$ cat src/hw/rst_seq_cfg.svh
// Offsets, field positions, reset values and timing counts of the reset sequencer
`ifndef RST_SEQ_CFG_SVH
`define RST_SEQ_CFG_SVH
`define CLK_HZ              20000000
// Wishbone word offsets (byte addresses)
`define OFS_FILTER_CTRL     8'h00
`define OFS_MODE_CTRL       8'h04
`define OFS_STATUS          8'h08
`define OFS_CAUSE           8'h0C
// Filter control fields
`define FLD_SAMPLE_SEL      0
`define FLD_FILTER_TYPE     1
`define FILTER_CTRL_RST     8'h00
// Mode control fields
`define FLD_WD1_EN          0
`define FLD_WD2_EN          1
`define MODE_CTRL_RST       8'h03
// Sample counts
`define SAMPLES_LONG        20
`define SAMPLES_SHORT       10
// Watchdog one hold, in system clock cycles
`define WD1_HOLD_CYCLES     12
// Analog delay after watchdog two, in ns
`define WD2_DELAY_NS        1000
`define WD2_DELAY_CYCLES    ((`WD2_DELAY_NS * (`CLK_HZ / 1000000) + 999) / 1000)
// Default stabilisation wait, in cycles of the main clock
`define STAB_CYCLES_DEFAULT 65536
`endif

$ cat src/hw/rst_seq_pkg.sv
// Types shared by the reset sequencer
`default_nettype none
package rst_seq_pkg;
   typedef enum logic [2:0] {
      ST_RUN,
      ST_HOLD_WD1,
      ST_HOLD_WD2,
      ST_HOLD_EXT,
      ST_STAB
   } seq_state_e;
   typedef enum logic [1:0] {
      CLK_OFF,
      CLK_DIV8,
      CLK_RUN
   } clk_mode_e;
endpackage : rst_seq_pkg
`default_nettype wire

$ cat src/hw/reset_pin_filter.sv
// Digital pulse-width filter for the external reset pin
`include "rst_seq_cfg.svh"
`default_nettype none
module reset_pin_filter (
   input  wire logic clk,
   input  wire logic rst_n,
   input  wire logic sample_en,
   input  wire logic pin_low,
   input  wire logic short_count,
   output logic      detected
);
   logic [4:0] count;
   logic [4:0] next_count;
   logic       next_detected;
   logic [4:0] limit;

   always_comb begin
      limit = short_count ? 5'(`SAMPLES_SHORT) : 5'(`SAMPLES_LONG);
      next_count = count;
      next_detected = detected;
      if (!pin_low) begin
         next_count = 5'h00;
         next_detected = 1'b0;
      end else if (sample_en) begin
         // Counting from the first low sample: N samples low means N periods
         if (count < limit) begin
            next_count = count + 5'h01;
         end
         if (count + 5'h01 >= limit) begin
            next_detected = 1'b1;
         end
      end
   end

   always_ff @(posedge clk or negedge rst_n) begin
      if (!rst_n) begin
         count <= 5'h00;
         detected <= 1'b0;
      end else begin
         count <= next_count;
         detected <= next_detected;
      end
   end
endmodule : reset_pin_filter
`default_nettype wire

$ cat src/hw/reset_source_sequencer.sv
// Reset sequencer: pin filter, watchdog and power-on-clear resets, clock and port states
`include "rst_seq_cfg.svh"
`default_nettype none
// Functional notes
// - Pin low for N sample periods is always taken as a reset.
// - Pulses between N-1 and N periods may go either way; shorter ones are dropped. Code drops them only while filter type 1 is digitally active.
// - Watchdog one overflow resets the system when that mode is enabled and the sequencer is in run or a watchdog one hold.
// - Watchdog one reset holds exactly 12 system clock cycles, then releases.
// - Watchdog one reset keeps the oscillator, so no stabilisation wait.
// - Watchdog one reset keeps clocks running, system clock to div8, peripherals stop.
// - During any reset the reset-out line drives low, other ports float.
// - Watchdog two stays stopped in reset and starts on internal clock after.
// - RAM is kept over reset unless a write coincides with it.
// - Watchdog two overflow resets the system when that mode is enabled.
// - Watchdog two reset holds for the analog delay, then releases alone.
// - Watchdog two and power-on-clear resets wait the default stabilisation time.
// - Watchdog two reset leaves hardware in the same state as a pin reset.
// - Power-on-clear holds reset while supply is low, then stabilisation wait.
// - Power-on-clear stops main and internal oscillators; subclock keeps running.
// - After power-on-clear, clocks start at div8 after wait; watchdog one clock at once.
// - Filter samples on the main clock; select 0 gives 20 samples, 1 gives 10.
// - Filter type 1 is digital plus analog; analog only while sampling clock stops.
// - Filter control takes only the first write after reset release.
module reset_source_sequencer #(
   parameter int STAB_CYCLES = `STAB_CYCLES_DEFAULT
) (
   input  wire logic        clk,
   input  wire logic        rst_n,
   input  wire logic        wb_cyc_i,
   input  wire logic        wb_stb_i,
   input  wire logic        wb_we_i,
   input  wire logic [7:0]  wb_adr_i,
   input  wire logic [31:0] wb_dat_i,
   input  wire logic [3:0]  wb_sel_i,
   output logic [31:0]      wb_dat_o,
   output logic             wb_ack_o,
   input  wire logic        reset_pin_n,
   input  wire logic        watchdog_one_overflow,
   input  wire logic        watchdog_two_overflow,
   input  wire logic        supply_below_threshold,
   input  wire logic        sample_clock_stopped,
   input  wire logic        cpu_ram_write,
   output logic             system_reset,
   output logic             cpu_run,
   output logic             main_osc_enable,
   output logic             internal_osc_enable,
   output logic             subclock_enable,
   output logic             peripheral_clock_enable,
   output logic             system_clock_enable,
   output logic             system_clock_div8,
   output logic             watchdog_one_clock_enable,
   output logic             watchdog_two_run,
   output logic             reset_out_port_line_o,
   output logic             reset_out_port_line_oe,
   output logic             ports_release,
   output logic             ram_write_corrupt
);
   localparam int WD2_CYCLES = `WD2_DELAY_CYCLES;

   // Pin, supply, sampling-stop and watchdog synchronisers
   logic [1:0] pin_sync;
   logic [1:0] pwr_sync;
   logic [1:0] stop_sync;
   logic [1:0] wd1_sync;
   logic [1:0] wd2_sync;
   logic       wd1_prev;
   logic       wd2_prev;

   always_ff @(posedge clk or negedge rst_n) begin
      if (!rst_n) begin
         pin_sync <= 2'h3;
         pwr_sync <= 2'h3;
         stop_sync <= 2'h0;
         wd1_sync <= 2'h0;
         wd2_sync <= 2'h0;
         wd1_prev <= 1'b0;
         wd2_prev <= 1'b0;
      end else begin
         pin_sync <= {pin_sync[0], reset_pin_n};
         pwr_sync <= {pwr_sync[0], supply_below_threshold};
         stop_sync <= {stop_sync[0], sample_clock_stopped};
         wd1_sync <= {wd1_sync[0], watchdog_one_overflow};
         wd2_sync <= {wd2_sync[0], watchdog_two_overflow};
         wd1_prev <= wd1_sync[1];
         wd2_prev <= wd2_sync[1];
      end
   end

   logic wd1_event;
   logic wd2_event;
   logic pwr_low;
   assign wd1_event = wd1_sync[1] & ~wd1_prev;
   assign wd2_event = wd2_sync[1] & ~wd2_prev;
   assign pwr_low = pwr_sync[1];

   // Registers
   logic [1:0] filter_ctrl;
   logic       filter_locked;
   logic [1:0] mode_ctrl;
   logic [2:0] cause;
   logic [1:0] next_filter_ctrl;
   logic       next_filter_locked;
   logic [1:0] next_mode_ctrl;
   logic [2:0] next_cause;
   logic [31:0] next_wb_dat;
   logic        next_wb_ack;
   logic        wb_req;
   logic        wb_wr;

   logic pin_reset;
   rst_seq_pkg::seq_state_e state;
   rst_seq_pkg::seq_state_e next_state;

   // Filter: samples every cycle; digital result used only while the main clock runs, which is stopped in long resets
   logic digital_active;
   logic filt_detected;
   logic main_running;
   assign digital_active = filter_ctrl[`FLD_FILTER_TYPE] & ~stop_sync[1] & main_running;

   reset_pin_filter u_filter (
      .clk         (clk),
      .rst_n       (rst_n),
      .sample_en   (1'b1),
      .pin_low     (~pin_sync[1]),
      .short_count (filter_ctrl[`FLD_SAMPLE_SEL]),
      .detected    (filt_detected)
   );
   // Analog only: any synchronised low is a reset
   assign pin_reset = digital_active ? filt_detected : ~pin_sync[1];

   assign wb_req = wb_cyc_i & wb_stb_i & ~wb_ack_o;
   assign wb_wr = wb_req & wb_we_i & wb_sel_i[0];

   always_comb begin
      next_filter_ctrl = filter_ctrl;
      next_filter_locked = filter_locked;
      next_mode_ctrl = mode_ctrl;
      next_cause = cause;
      next_wb_ack = wb_req;
      next_wb_dat = 32'h0000_0000;
      if (wb_wr && wb_adr_i == `OFS_FILTER_CTRL && !filter_locked) begin
         next_filter_ctrl = wb_dat_i[1:0];
         next_filter_locked = 1'b1;
      end
      if (wb_wr && wb_adr_i == `OFS_MODE_CTRL) begin
         next_mode_ctrl = wb_dat_i[1:0];
      end
      if (wb_wr && wb_adr_i == `OFS_CAUSE) begin
         next_cause = cause & ~wb_dat_i[2:0];
      end
      // Set wins over a clear in the same cycle
      if (pin_reset) next_cause[0] = 1'b1;
      if (wd1_event && mode_ctrl[`FLD_WD1_EN]) next_cause[1] = 1'b1;
      if ((wd2_event && mode_ctrl[`FLD_WD2_EN]) || pwr_low) next_cause[2] = 1'b1;
      if (wb_req && !wb_we_i) begin
         case (wb_adr_i)
            `OFS_FILTER_CTRL: next_wb_dat = {29'h0, filter_locked, filter_ctrl};
            `OFS_MODE_CTRL:   next_wb_dat = {30'h0, mode_ctrl};
            `OFS_STATUS:      next_wb_dat = {27'h0, pwr_low, ~pin_sync[1], state};
            `OFS_CAUSE:       next_wb_dat = {29'h0, cause};
            default:          next_wb_dat = 32'h0000_0000;
         endcase
      end
   end

   always_ff @(posedge clk or negedge rst_n) begin
      if (!rst_n) begin
         filter_ctrl <= 2'(`FILTER_CTRL_RST);
         filter_locked <= 1'b0;
         mode_ctrl <= 2'(`MODE_CTRL_RST);
         cause <= 3'h0;
         wb_ack_o <= 1'b0;
         wb_dat_o <= 32'h0000_0000;
      end else begin
         filter_ctrl <= next_filter_ctrl;
         filter_locked <= next_filter_locked;
         mode_ctrl <= next_mode_ctrl;
         cause <= next_cause;
         wb_ack_o <= next_wb_ack;
         wb_dat_o <= next_wb_dat;
      end
   end

   // Sequencer
   logic [16:0] count;
   logic [16:0] next_count;
   logic        soft_reset;
   logic        next_soft_reset;
   logic        oscillator_kept;
   logic        next_oscillator_kept;

   always_comb begin
      next_state = state;
      next_count = count;
      next_oscillator_kept = oscillator_kept;
      // Heavier sources pre-empt lighter ones at any point
      if (pwr_low) begin
         next_state = rst_seq_pkg::ST_HOLD_EXT;
         next_oscillator_kept = 1'b0;
      end else if (pin_reset) begin
         next_state = rst_seq_pkg::ST_HOLD_EXT;
         next_oscillator_kept = 1'b0;
      end else if (wd2_event && mode_ctrl[`FLD_WD2_EN]) begin
         next_state = rst_seq_pkg::ST_HOLD_WD2;
         next_count = 17'h0_0000;
         next_oscillator_kept = 1'b0;
      end else if (wd1_event && mode_ctrl[`FLD_WD1_EN] &&
                   (state == rst_seq_pkg::ST_RUN || state == rst_seq_pkg::ST_HOLD_WD1)) begin
         next_state = rst_seq_pkg::ST_HOLD_WD1;
         next_count = 17'h0_0000;
         next_oscillator_kept = 1'b1;
      end else begin
         case (state)
            rst_seq_pkg::ST_RUN: begin
               next_count = 17'h0_0000;
            end
            rst_seq_pkg::ST_HOLD_WD1: begin
               if (count == 17'(`WD1_HOLD_CYCLES - 1)) begin
                  next_state = rst_seq_pkg::ST_RUN;
               end else begin
                  next_count = count + 17'h0_0001;
               end
            end
            rst_seq_pkg::ST_HOLD_WD2: begin
               if (count == 17'(WD2_CYCLES - 1)) begin
                  next_state = rst_seq_pkg::ST_STAB;
                  next_count = 17'h0_0000;
               end else begin
                  next_count = count + 17'h0_0001;
               end
            end
            rst_seq_pkg::ST_HOLD_EXT: begin
               next_state = rst_seq_pkg::ST_STAB;
               next_count = 17'h0_0000;
            end
            rst_seq_pkg::ST_STAB: begin
               if (count == 17'(STAB_CYCLES - 1)) begin
                  next_state = rst_seq_pkg::ST_RUN;
               end else begin
                  next_count = count + 17'h0_0001;
               end
            end
            default: next_state = rst_seq_pkg::ST_HOLD_EXT;
         endcase
      end
      next_soft_reset = (next_state == rst_seq_pkg::ST_HOLD_WD1) ||
                        (next_state == rst_seq_pkg::ST_HOLD_WD2) ||
                        (next_state == rst_seq_pkg::ST_HOLD_EXT);
   end

   always_ff @(posedge clk or negedge rst_n) begin
      if (!rst_n) begin
         state <= rst_seq_pkg::ST_HOLD_EXT;
         count <= 17'h0_0000;
         soft_reset <= 1'b1;
         oscillator_kept <= 1'b0;
      end else begin
         state <= next_state;
         count <= next_count;
         soft_reset <= next_soft_reset;
         oscillator_kept <= next_oscillator_kept;
      end
   end

   // Clock and port controls registered from the next state; RAM flag from the registered reset
   logic next_main_osc;
   logic next_int_osc;
   logic next_periph;
   logic next_sys_clk;
   logic next_wd1_clk;
   logic next_wd2_run;
   logic next_cpu_run;
   logic next_ram_corrupt;
   rst_seq_pkg::clk_mode_e clk_mode;

   assign main_running = main_osc_enable;

   always_comb begin
      next_main_osc = 1'b1;
      next_int_osc = 1'b1;
      next_periph = 1'b0;
      next_sys_clk = 1'b0;
      next_wd1_clk = 1'b1;
      next_wd2_run = 1'b0;
      next_cpu_run = 1'b0;
      clk_mode = rst_seq_pkg::CLK_DIV8;
      case (next_state)
         rst_seq_pkg::ST_HOLD_WD1: begin
            next_sys_clk = 1'b1;
         end
         rst_seq_pkg::ST_HOLD_WD2,
         rst_seq_pkg::ST_HOLD_EXT: begin
            next_main_osc = 1'b0;
            next_int_osc = 1'b0;
            next_wd1_clk = 1'b0;
            clk_mode = rst_seq_pkg::CLK_OFF;
         end
         rst_seq_pkg::ST_STAB: begin
            next_wd2_run = 1'b1;
         end
         rst_seq_pkg::ST_RUN: begin
            next_periph = 1'b1;
            next_sys_clk = 1'b1;
            next_wd2_run = 1'b1;
            next_cpu_run = 1'b1;
            clk_mode = rst_seq_pkg::CLK_RUN;
         end
         default: clk_mode = rst_seq_pkg::CLK_OFF;
      endcase
      next_ram_corrupt = soft_reset & cpu_ram_write;
   end

   always_ff @(posedge clk or negedge rst_n) begin
      if (!rst_n) begin
         main_osc_enable <= 1'b0;
         internal_osc_enable <= 1'b0;
         peripheral_clock_enable <= 1'b0;
         system_clock_enable <= 1'b0;
         system_clock_div8 <= 1'b1;
         watchdog_one_clock_enable <= 1'b0;
         watchdog_two_run <= 1'b0;
         cpu_run <= 1'b0;
         system_reset <= 1'b1;
         ram_write_corrupt <= 1'b0;
         reset_out_port_line_o <= 1'b0;
         reset_out_port_line_oe <= 1'b1;
         subclock_enable <= 1'b1;
         ports_release <= 1'b0;
      end else begin
         main_osc_enable <= next_main_osc;
         internal_osc_enable <= next_int_osc;
         peripheral_clock_enable <= next_periph;
         system_clock_enable <= next_sys_clk;
         // Clock divider is set to div8 on every reset and stays set; nothing clears it later
         system_clock_div8 <= (clk_mode != rst_seq_pkg::CLK_RUN) | system_clock_div8;
         watchdog_one_clock_enable <= next_wd1_clk;
         watchdog_two_run <= next_wd2_run;
         cpu_run <= next_cpu_run;
         system_reset <= next_soft_reset;
         ram_write_corrupt <= next_ram_corrupt;
         reset_out_port_line_o <= 1'b0;
         reset_out_port_line_oe <= next_soft_reset | reset_out_port_line_oe;
         ports_release <= ~next_soft_reset;
         subclock_enable <= 1'b1;
      end
   end

endmodule : reset_source_sequencer
`default_nettype wire

$ cat config.mk
export PLATFORM = sky130hd
export DESIGN_NAME = reset_source_sequencer
export DESIGN_NICKNAME = d
export VERILOG_FILES = /design/src/hw/rst_seq_pkg.sv /design/src/hw/reset_pin_filter.sv /design/src/hw/reset_source_sequencer.sv
export VERILOG_INCLUDE_DIRS = /design/src /design/src/hw
export SDC_FILE = /design/constraint.sdc
export NUM_CORES = 1
export LEC_CHECK = 0
export BUFFER_PORTS_ARGS = -buffer_cell sky130_fd_sc_hd__buf_2
export CORE_MARGIN = 4
export CORE_UTILIZATION = 52
export CTS_CLUSTER_SIZE = 14
export DETAILED_ROUTE_END_ITERATION = 6
export HOLD_SLACK_MARGIN = 0.02
export PLACE_DENSITY_LB_ADDON = 0.08
export RECOVER_POWER = 50
export SLEW_MARGIN = 30
export SYNTH_ARGS = -nofsm -noshare
export SYNTH_HDL_FRONTEND = slang
export SYNTH_HIERARCHICAL = 1
export SYNTH_SLANG_ARGS = --single-unit
$ cat constraint.sdc
create_clock -name clk -period 3.33 [get_ports clk]
set_clock_uncertainty 0.05 [all_clocks]
set_input_delay 0.333 -clock clk [delete_from_list [all_inputs] [get_ports clk]]
set_output_delay 0.333 -clock clk [all_outputs]
set_load 0.02 [all_outputs]
* Yosys cells after proc, flatten, opt, wreduce, memory -nomap -nowiden
Cells that the tools add are included.
** Cells by class
- Magnitude comparators :: 2
- Shift operators :: 0
- $mul :: 0
- Add/sub/neg operators :: 2
- Equal/unequal tests :: 17
- Mux-type cells :: 31
- Bitwise gates (word level) :: 21
- Divide/modulo/power cells :: 0
- Reduce and logical (&&, ||, !) cells :: 29
** Operators by type and width (count)
- two-way mux 17 bit :: 5
- case mux 17 bit (4 select lines) :: 1
- two-way mux 3 bit :: 8
- two-way mux 5 bit :: 4
- case mux 5 bit (4 select lines) :: 1
- adder 17 x 1 -> 17 bit (second input constant) :: 1
- == test 17 x 16 -> 1 bit (second input constant) :: 1
- == test 17 x 4 -> 1 bit (second input constant) :: 1
- == test 17 x 5 -> 1 bit (second input constant) :: 1
- == test 8 x 4 -> 1 bit (second input constant) :: 2
- case mux 3 bit (5 select lines) :: 1
- == test 3 x 2 -> 1 bit (second input constant) :: 4
- two-way mux 1 bit :: 10
- nonzero test 2 bit :: 5
- OR reduction 2 bit :: 5
- AND 1 bit :: 9
- == test 8 x 3 -> 1 bit (second input constant) :: 1
- logical AND 1 bit :: 8
- zero test 8 bit :: 1
- inequality test 4 bit (second input constant) :: 2
- NOT 1 bit :: 8
- == test 3 x 1 -> 1 bit (second input constant) :: 2
- == test 3 bit (second input constant) :: 2
- zero test 3 bit :: 2
- 12 further kinds :: 17
** Storage, ports and cells
- Memories kept :: 0
- Flip-flop bits (word level) :: 88
- Output and inout port bits :: 47
- Bits in read-only memories :: 0
- Memory bits (writable) :: 0
- Latch bits :: 0

* Depth between registers and ports, before layout
Gate-level depths: netlist of the first run.
- Depth in word-level cells :: 13
- Depth in mapped cells :: 12
- Gate-level depth less buffers :: 11

* Hierarchy
Netlist of the first run, hierarchy kept.
** Modules (own cells, without submodules)
- reset_source_sequencer :: times used 1, seq. area each 1390.1 µm², area an instance 2867.8 µm², cells each 282
- reset_pin_filter :: times used 1, seq. area each 150.1 µm², area an instance 489.2 µm², cells each 50

* Least setup slack after synthesis of the first run
OpenSTA, ideal clock, no wires.
- Path kind :: reg2reg
- From :: register, netlist name count[0]
- To :: register, netlist name count[6]
- Slack :: 0.846 ns
- Setup time :: 0.082 ns
- Stages on the path, launching flop included :: 13
- Data required time :: 3.198 ns
- Path buffers :: 1
- Data arrival time :: 2.352 ns
- Cells stage by stage :: dfrtp_1 -> ha_1 -> nand3_1 -> nor4_1 -> and3_1 -> and3_1 -> ha_1 -> nor3_1 -> nor2_1 -> nor3_2 -> buf_2 -> o211ai_1 -> a31oi_1

==> out/results.txt, run 1 <==
Status - complete, but fails checks
Failing checks - capacitance limit, slew limit
Final period utilization - 0.9097
Row Count - 29
Worst-path cell chain - ha_1, nand3_1, nor4_1, and3_1, and3_1, ha_1, nor3_1, nor2_1, nor3_4, buf_4, nand2_1, o211ai_1
Maximum VDD drop - 0.0003600 V
Yosys cell types - 60
Fmax achieved - 330.1 MHz
Die ar. - 7805 µm²
Hold Path Class - in -> reg
Gpl congestion - 0.8555
Pre-Repair DR Iteration Count - 6
Yosys warns - 6
Die height - 88.35 µm
Setup crit start - count[0]$_DFFE_PN0P_
Width of the die - 88.35 µm
FF-to-FF End - count[7]$_DFFE_PN0P_
Max Cap Viol - 1
Max stage delay cell, worst path - dfrtp_1
Final min period - 3.029 ns
R2R depth - 12
Worst Tran Pin Value - 2.210 ns
Critical path class - reg -> reg
Post-synthesis register bit count - 61
Layout net count - 442
DRT antenna net count - 0
WL/cell - 14.98 µm
# DRC - 0
Fraction of registers with async set/reset - 1.000
Clock transition at path regs - 0.07 ns
Final setup fails - 0
Critical Path End Type - flop
Slowest stage delay, CP - 0.41 ns
First-pass GRT wire length - 11430 µm
Slew margin rel. - -0.4731
IO buf count - 40
CTS tree - built
CTS max path bufs - 2
Vias per cell - 5.598
Critical Path End - count[7]$_DFFE_PN0P_
CTS H-tree depth - 3
Number of synthesized flops with an enable pin - 0
Final Max Tran Viols - 43
Mean Syn Cell Area - 10.11 µm²
Top_reg_cell synth - dfrtp_1
Core box area - 6314 µm²
Post-Syn Area - 3357 µm²
Root Buffer - clkbuf_8
Num CTS Buffers - 9
Crit path launch type - flop
Crit path required time - 3.54 ns
Layout cells sized above 1 - 0.2100
Top Ports - 102
Syn Inst Count - 332
Critical Path Fanout Max - 14
Pin count of the biggest net entering global routing - 43
Ant diodes - 0
Vias - 2564
Vias in the first global route - 2421
Final Hold Fails - 0
Initial Utilization - 0.5317
RSZ-0062 raised after global routing - no
TNS Setup - 0 ns
Total congestion overflow - 0
Pwr Density - 439.9 nW/µm²
Sequential share of the synthesized area - 0.4588
Skew-Pair Late Insertion Delay - 0.34 ns
GRT Total Usage - 0.1919
Detail Placement HPWL - 4904 µm
Routed WL - 6862 µm
R2r setup slk - 0.30 ns
DP Cell Count - 439
Tot Pwr - 1.641 mW
Drt first-iter violations - 124
Antenna violations before repair - 0
Area delta synth->final - 11.14%
Non-Filler Instances - 458
Clock sink total - 61
R2R Path Start - count[0]$_DFFE_PN0P_
Leak pwr - 1.670 nW
CP arrival - 3.24 ns
==> worst max-delay path: cells and delay by family (launching register included) <==
family	cells	cell delay [ns]
simple gates	8	1.54
fa+ha+maj	2	0.46
flops	1	0.41
buf+inv	1	0.29
compound gates	1	0.19
==> layer usage <==
layer  routed length, µm  global-route usage  up-vias
li1                    -                   -     1249
met1                3057              0.2390     1243
met2                3362              0.3120       56
met3                 294             0.04655       16
met4                 148             0.09478        0
met5                   0                   0        -
==> report_power, final <==
| group | internal [mW] | total, mW | switching, mW | leakage (nW) |
|---|---|---|---|---|
| Sequential | 0.773 | 0.805 | 0.0319 | 0.771 |
| Combinational | 0.0555 | 0.174 | 0.118 | 0.799 |
| Clock | 0.386 | 0.662 | 0.276 | 0.101 |
| Total | 1.22 | 1.64 | 0.426 | 1.67 |
==> cells in the mapped netlist (4+ instances only) <==
master | count | share of area
nor3_1 | 7 | 0.010
and3_1 | 4 | 0.0075
or3_1 | 5 | 0.0093
nor2_1 | 15 | 0.017
a211oi_1 | 4 | 0.0089
mux2_2 | 4 | 0.013
nor4_1 | 4 | 0.0075
a31oi_1 | 11 | 0.021
dfrtp_1 | 50 | 0.37
clkbuf_1 | 10 | 0.011
ha_1 | 11 | 0.041
and2_1 | 7 | 0.013
nand3_1 | 27 | 0.040
buf_2 | 4 | 0.0060
nand3b_1 | 5 | 0.011
o211ai_1 | 5 | 0.011
inv_1 | 9 | 0.010
dfstp_2 | 11 | 0.086
o21ai_0 | 17 | 0.025
nand4_1 | 8 | 0.015
nand2_1 | 20 | 0.022
buf_4 | 32 | 0.072
==> layout by cell type, fill, tap and decap left out, types with 5 or more instances in the layout <==
cell and n:
buf_4 6, nand4_1 8, conb_1 32, a31oi_1 11
ha_1 11, or3_1 5, dfstp_2 11, and2_1 7
buf_2 27, clkbuf_1 16, nand3_1 27, nor2_1 15
o21ai_0 17, dfrtp_1 50, nand2_1 20, nand3b_1 5
inv_1 9, clkbuf_8 11, o211ai_1 5, nor3_1 7
==> stage by stage <==
| stage | hold slack (ns) | setup WS, ns | instance area (µm²) | util |
|---|---|---|---|---|
| floorplan | -0.01259 | 0.8461 | 3470 | - |
| global placement | 0.2851 | 0.1637 | 3513 | 0.5565 |
| detailed placement | 0.2927 | 0.1107 | 3513 | 0.5565 |
| CTS | 0.02302 | 0.09211 | 3711 | 0.5878 |
| global route | 0.02687 | 0.01196 | 3731 | 0.5910 |
| finish | 0.04830 | 0.3007 | 3731 | 0.5910 |
==> registers in the layout (all words and copies together) (netlist names), 3 cells and up <==
name            flops
cause               3
count              17
state               3
u_filter/count      5
wb_dat_o            5
==> cells by family (layout without fill, tap and decap cells) <==
| kind of cell | after synthesis | after routing | synth area share |
|---|---|---|---|
| and+or+nand+nor | 130 | 130 | 0.2262 |
| xor gates and xnor gates | 4 | 4 | 0.01044 |
| muxes | 7 | 7 | 0.02982 |
| DFF | 61 | 61 | 0.4588 |
| buffers and inverters | 56 | 75 | 0.09989 |
| other | 2 | 32 | 0.002237 |
| adders and majority gates | 11 | 11 | 0.04100 |
| AOI/OAI and AO/OA | 61 | 61 | 0.1316 |
==> how the worst min path moves through the flow <==
stage / from / endpoint / slack [ns] / depth (start not counted)
floorplan: rst_n / cause[0]$_DFFE_PN0P_ / -0.01 / 0
global placement: wd2_sync[0]$_DFF_PN0_ / wd2_sync[1]$_DFF_PN0_ / 0.29 / 0
detailed placement: stop_sync[0]$_DFF_PN0_ / stop_sync[1]$_DFF_PN0_ / 0.29 / 0
CTS: reset_pin_n / pin_sync[0]$_DFF_PN1_ / 0.02 / 1
global route: watchdog_two_overflow / wd2_sync[0]$_DFF_PN0_ / 0.03 / 1
finish: watchdog_two_overflow / wd2_sync[0]$_DFF_PN0_ / 0.05 / 1
==> final cells by class <==
class / count / area [µm²]
clock buffers: 14 / 162.7
clock inverters: 2 / 35.03
fillers: 563 / 2582
inverters: 10 / 37.54
multi-input cells: 245 / 1600
flip-flops and latches: 61 / 1540
well taps: 77 / 96.34
repair buffers: 49 / 259.0
==> timing repair <==
item                       4_1_cts  5_1_grt
hold buffers                     0        3
buffers inserted                 0        0
setup endpoints to repair        0       10
hold endpoints to repair         0       37
gates resized for setup          0        1
No activity file was read; power rests on OpenSTA's default activity.
==> run 2, diff against run 1 <==
--- a/config.mk
+++ b/config.mk
@@ -6,11 +6,11 @@
 export SDC_FILE = /design/constraint.sdc
 export NUM_CORES = 1
 export LEC_CHECK = 0
-export BUFFER_PORTS_ARGS = -buffer_cell sky130_fd_sc_hd__buf_2
-export CORE_MARGIN = 4
-export CORE_UTILIZATION = 52
+export CORE_MARGIN = 2
+export CORE_UTILIZATION = 60
 export CTS_CLUSTER_SIZE = 14
 export DETAILED_ROUTE_END_ITERATION = 6
+export DONT_BUFFER_PORTS = 1
 export HOLD_SLACK_MARGIN = 0.02
 export PLACE_DENSITY_LB_ADDON = 0.08
 export RECOVER_POWER = 50
==> run 2 against run 1 <==
- the run now ends clean
- non-clock buffer count decreased by 34
- sequential share of layout area increased by 1.2 points
- maximum frequency increased by 1.1%
- combinational power decreased by 19%
- total power increased by 4.7%
- first-iteration DRC count increased by 12%
- final cell count decreased by 8.7%
- critical path type unchanged
==> out/results.txt, run 2 (synthesized netlist as in run 1, its figures left out) <==
Num CTS Buffers - 9
Hold slack - 0.07687 ns
Crit path required time - 3.53 ns
Gr busiest metal - met2
First-pass GRT wire length - 10800 µm
Skew-Pair Late Insertion Delay - 0.33 ns
Met3 Resource Use GR - 0.04886
Critical Path Fanout Max - 7
Top Ports - 102
Area delta synth->final - 7.976%
Footprint of the multi-input gates - 1594 µm²
R2R depth - 10
Root Buffer - clkbuf_8
Layout cells sized above 1 - 0.1590
Antenna violations before repair - 0
Fmax achieved - 333.6 MHz
FF-to-FF End - count[5]$_DFFE_PN0P_
Post-cts gate resize count - 0
Hold buffers post-CTS - 9
Met2 usage - 0.3350
Leak pwr - 1.585 nW
Routed WL - 6435 µm
WL/cell - 15.39 µm
Regs by FF count - count x17, u_filter/count x5, wb_dat_o x5
Final setup fails - 0
Vias - 2401
Gpl congestion - 0.8190
Reg with most FFs - count
GRT Total Usage - 0.2247
Pin count of the biggest net entering global routing - 62
Final min period - 2.998 ns
Commonest non-fill, non-tap cells in the layout - 50 x dfrtp_1, 32 x conb_1, 27 x nand3_1
Slew margin rel. - 0.04194
Ant diodes - 0
Hold Path Class - in -> reg
Maximum VDD drop - 0.0003619 V
DP Cell Count - 394
Non-Filler Instances - 418
Crit path launch type - flop
Core box area - 5439 µm²
Total congestion overflow - 0
Pre-Repair DR Iteration Count - 4
Detail Placement HPWL - 4590 µm
Commonest non-fill, non-tap cell in the layout - dfrtp_1
Drt first-iter violations - 139
IO buf count - 0
Initial Utilization - 0.6172
CP arrival - 3.19 ns
Row Count - 27
Max reg flops - 17
TNS Setup - 0 ns
Layout net count - 408
Worst Tran Pin Value - 1.437 ns
Pwr Density - 473.9 nW/µm²
RSZ-0062 raised after global routing - no
Clock sink total - 61
Final core utilization - 0.6664
Hold Startpoint - cpu_ram_write
Final period utilization - 0.9002
Filler Cells Inserted - 446
Width of the die - 78.80 µm
CTS tree - built
Die ar. - 6209 µm²
Critical Path End Type - flop
Tot Pwr - 1.718 mW
CTS H-tree depth - 3
DRT antenna net count - 0
CTS max path bufs - 2
Vias per cell - 5.744
Worst Hold Depth - 1
Clock transition at path regs - 0.07 ns
Die height - 78.80 µm
R2r setup slk - 0.33 ns
Status - completed
Max Cap Viol - 0
Worst Hold End - ram_write_corrupt$_DFF_PN0_
Final Hold Fails - 0
Register area - 1540 µm²
# DRC - 0
R2R Path Start - count[0]$_DFFE_PN0P_
Vias in the first global route - 2207
Setup Fix Bufs, Post-CTS - 0
Final Max Tran Viols - 0
Critical path class - reg -> reg
Met1 global-route usage - 0.3140
## run 2: metal layers
layer,routed length [µm],share of wire
met1,2896,0.45
met2,3171,0.49
met3,289,0.045
met4,77,0.012
met5,0,0
## run 2: worst max-delay path: stages (launching register included)
cell and delay, ns:
dfrtp_1 0.40, ha_1 0.23, nand3_1 0.17, nor4_1 0.45, and3_1 0.25, and3_1 0.19
ha_1 0.18, nor3_1 0.08, o31ai_1 0.41, nor2_1 0.25, a31oi_1 0.25
## run 2: layout make-up
class                           instances  share of cell area
Clock buffer                           12             0.04556
Clock inverter                          3             0.01864
Inverter                               10             0.01036
Multi-Input combinational cell        245              0.4398
Sequential cell                        61              0.4249
Tap cell                               72             0.02485
Timing Repair Buffer                   15             0.03590
## run 2: report_power, final
group / leakage (nW) / switching, mW / internal (mW)
registers: 0.770 / 0.0435 / 0.773
clock network: 0.115 / 0.282 / 0.479
logic: 0.700 / 0.0946 / 0.0466
total: 1.58 / 0.420 / 1.30
## run 2: stage by stage
stage	worst slack, ns	area, µm²
2_1_floorplan	0.8461	3470
3_3_place_gp	0.3860	3307
3_5_place_dp	0.4006	3307
4_1_cts	0.3620	3647
5_1_grt	0.04248	3625
6_report	0.3325	3625
## run 2: how the worst max path moves through the flow
stage                         start                     to  slack (ns)  cells past startpoint
2_1_floorplan  count[0]$_DFFE_PN0P_   count[6]$_DFFE_PN0P_        0.85                     12
3_3_place_gp   count[0]$_DFFE_PN0P_  count[13]$_DFFE_PN0P_        0.39                     10
3_5_place_dp   count[0]$_DFFE_PN0P_   count[5]$_DFFE_PN0P_        0.40                     10
4_1_cts        count[0]$_DFFE_PN0P_   count[5]$_DFFE_PN0P_        0.36                     10
5_1_grt        count[0]$_DFFE_PN0P_   count[6]$_DFFE_PN0P_        0.04                     10
6_report       count[0]$_DFFE_PN0P_   count[5]$_DFFE_PN0P_        0.33                     10
==> run 3, diff against run 2 <==
--- a/config.mk
+++ b/config.mk
@@ -7,7 +7,7 @@
 export NUM_CORES = 1
 export LEC_CHECK = 0
 export CORE_MARGIN = 2
-export CORE_UTILIZATION = 60
+export CORE_UTILIZATION = 57
 export CTS_CLUSTER_SIZE = 14
 export DETAILED_ROUTE_END_ITERATION = 6
 export DONT_BUFFER_PORTS = 1
==> constraint.sdc (replaced) <==
create_clock -name clk -period 2.4 [get_ports clk]
set_clock_uncertainty 0.05 [all_clocks]
set_input_delay 0.24 -clock clk [delete_from_list [all_inputs] [get_ports clk]]
set_output_delay 0.24 -clock clk [all_outputs]
set_load 0.02 [all_outputs]
==> run 3 against run 2 <==
- the run now ends with setup timing left
- core utilization is 6.2 points higher
- flip-flop and latch count unchanged
- die area is 5.0% higher
- largest power group unchanged
- critical path depth rose by 3
==> out/results.txt, run 3 (synthesized netlist as in run 1, its figures left out) <==
Pre-Repair DR Iteration Count - 5
Ant diodes - 0
Worst Tran Pin Value - 1.471 ns
Critical Path Fanout Max - 6
Critical Path End Type - flop
Commonest non-fill, non-tap cell in the layout - dfrtp_1
Antenna violations before repair - 0
Commonest non-fill, non-tap cells in the layout - 50 x dfrtp_1, 32 x conb_1, 31 x buf_4
RSZ-0062 raised after global routing - yes
Regs by FF count - count x17, u_filter/count x5, wb_dat_o x5
Tot Pwr - 2.321 mW
CTS max path bufs - 2
Top Ports - 102
Failing checks - setup timing
Slowest stage delay, CP - 0.42 ns
Pin count of the biggest net entering global routing - 62
Row Count - 27
Die height - 80.74 µm
Hold Path Class - in -> reg
Worst-path cell chain - ha_4, nand3_4, nor4_4, and3_1, and3_4, ha_4, nor3_4, nor2_2, nor3_2, buf_4, buf_16, nand2_8, o211ai_1
Initial Utilization - 0.5986
Layout cells sized above 1 - 0.2808
DP Cell Count - 411
Vias per cell - 5.958
CP arrival - 2.66 ns
Slew margin rel. - 0.01942
Root Buffer - clkbuf_8
Clock sink total - 61
Max Cap Viol - 0
Skew-Pair Late Insertion Delay - 0.34 ns
Max reg flops - 17
Area delta synth->final - 21.69%
Final min period - 2.466 ns
CTS tree - built
Gpl congestion - 0.8607
TNS Setup - -0.2036 ns
Width of the die - 80.74 µm
Fin worst setup slack - -0.06599 ns
Drt first-iter violations - 156
Pwr Density - 568.2 nW/µm²
Non-Filler Instances - 453
Core box area - 5608 µm²
GRT Total Usage - 0.2486
Total congestion overflow - 0
CP dominant cell by count - ha_4
DRT antenna net count - 0
Detail Placement HPWL - 4834 µm
Crit path launch type - flop
Fmax achieved - 405.5 MHz
Maximum VDD drop - 0.0003781 V
Layout net count - 442
First-pass GRT wire length - 12130 µm
IO buf count - 0
Routed WL - 7818 µm
Critical path class - reg -> reg
Max stage delay cell, worst path - dfrtp_1
Final Hold Fails - 0
# DRC - 0
Status - complete, but fails checks
Die ar. - 6519 µm²
Final setup fails - 9
Reg with most FFs - count
Final Max Tran Viols - 0
Final period utilization - 1.027
CTS H-tree depth - 3
Vias - 2699
Leak pwr - 1.797 nW
Num CTS Buffers - 9
Clock transition at path regs - 0.07 ns
Vias in the first global route - 2457
WL/cell - 17.26 µm
Crit path required time - 2.60 ns
-- run 3: layer usage --
| layer | global-route usage | routed length, µm |
|---|---|---|
| met2 | 0.3975 | 3971 |
| met3 | 0.07444 | 509 |
| met1 | 0.3202 | 3177 |
| met5 | 0 | 0 |
| met4 | 0.09492 | 161 |
-- run 3: area by class of cell --
cell class | count | area (µm²)
Tap cell | 72 | 90.09
Multi-Input combinational cell | 245 | 1770
Clock inverter | 5 | 50.05
Clock buffer | 11 | 141.4
Sequential cell | 61 | 1540
Timing Repair Buffer | 49 | 455.4
Fill cell | 416 | 1523
Inverter | 10 | 37.54
-- run 3: worst paths after layout --
| path | start | to | slack (ns) | depth (start not counted) |
|---|---|---|---|---|
| setup / recovery | count[0]$_DFFE_PN0P_ | count[7]$_DFFE_PN0P_ | -0.07 | 13 |
| hold / removal | wb_dat_i[2] | cause[2]$_DFFE_PN0P_ | 0.04 | 2 |
| setup reg to reg | count[0]$_DFFE_PN0P_ | count[7]$_DFFE_PN0P_ | -0.07 | 13 |
| hold reg to reg | stop_sync[0]$_DFF_PN0_ | stop_sync[1]$_DFF_PN0_ | 0.30 | 0 |
| max in group asynchronous | rst_n | count[1]$_DFFE_PN0P_ | 0.65 | 2 |
| min in group asynchronous | rst_n | u_filter/count[2]$_DFFE_PN0P_ | 0.77 | 2 |
-- run 3: report_power, final --
group | internal, mW | switching (mW)
clock | 0.501 | 0.393
sequential | 1.07 | 0.0513
combinational | 0.117 | 0.186
-- run 3: worst max-delay path: cells and delay by family (launching register included) --
| family | cells | cell delay, ns |
|---|---|---|
| compound gates | 1 | 0.20 |
| fa+ha+maj | 2 | 0.35 |
| buf+inv | 2 | 0.34 |
| flops | 1 | 0.42 |
| simple gates | 8 | 1.02 |
-- run 3: stage by stage --
step / hold slack [ns] / util / setup WS (ns) / instance area [µm²]
after floorplan: -0.1056 / - / 0.02191 / 3483
after global placement: -0.1042 / 0.6167 / -0.1832 / 3458
after detailed placement: -0.1043 / 0.6167 / -0.2633 / 3458
after CTS: 0.02689 / 0.7166 / -0.003048 / 4019
after global routing: 0.02888 / 0.7285 / -0.1745 / 4085
final: 0.03530 / 0.7285 / -0.06599 / 4085
-- run 3: what timing repair did --
action / 4_1_cts / 5_1_grt
resized for setup: 20 / 22
hold buffers: 13 / 0
endpoints found under the hold margin: 73 / 0
setup buffers: 7 / 3
endpoints found under the setup margin: 18 / 19
pin swaps: 16 / 13
cloned: 3 / 0
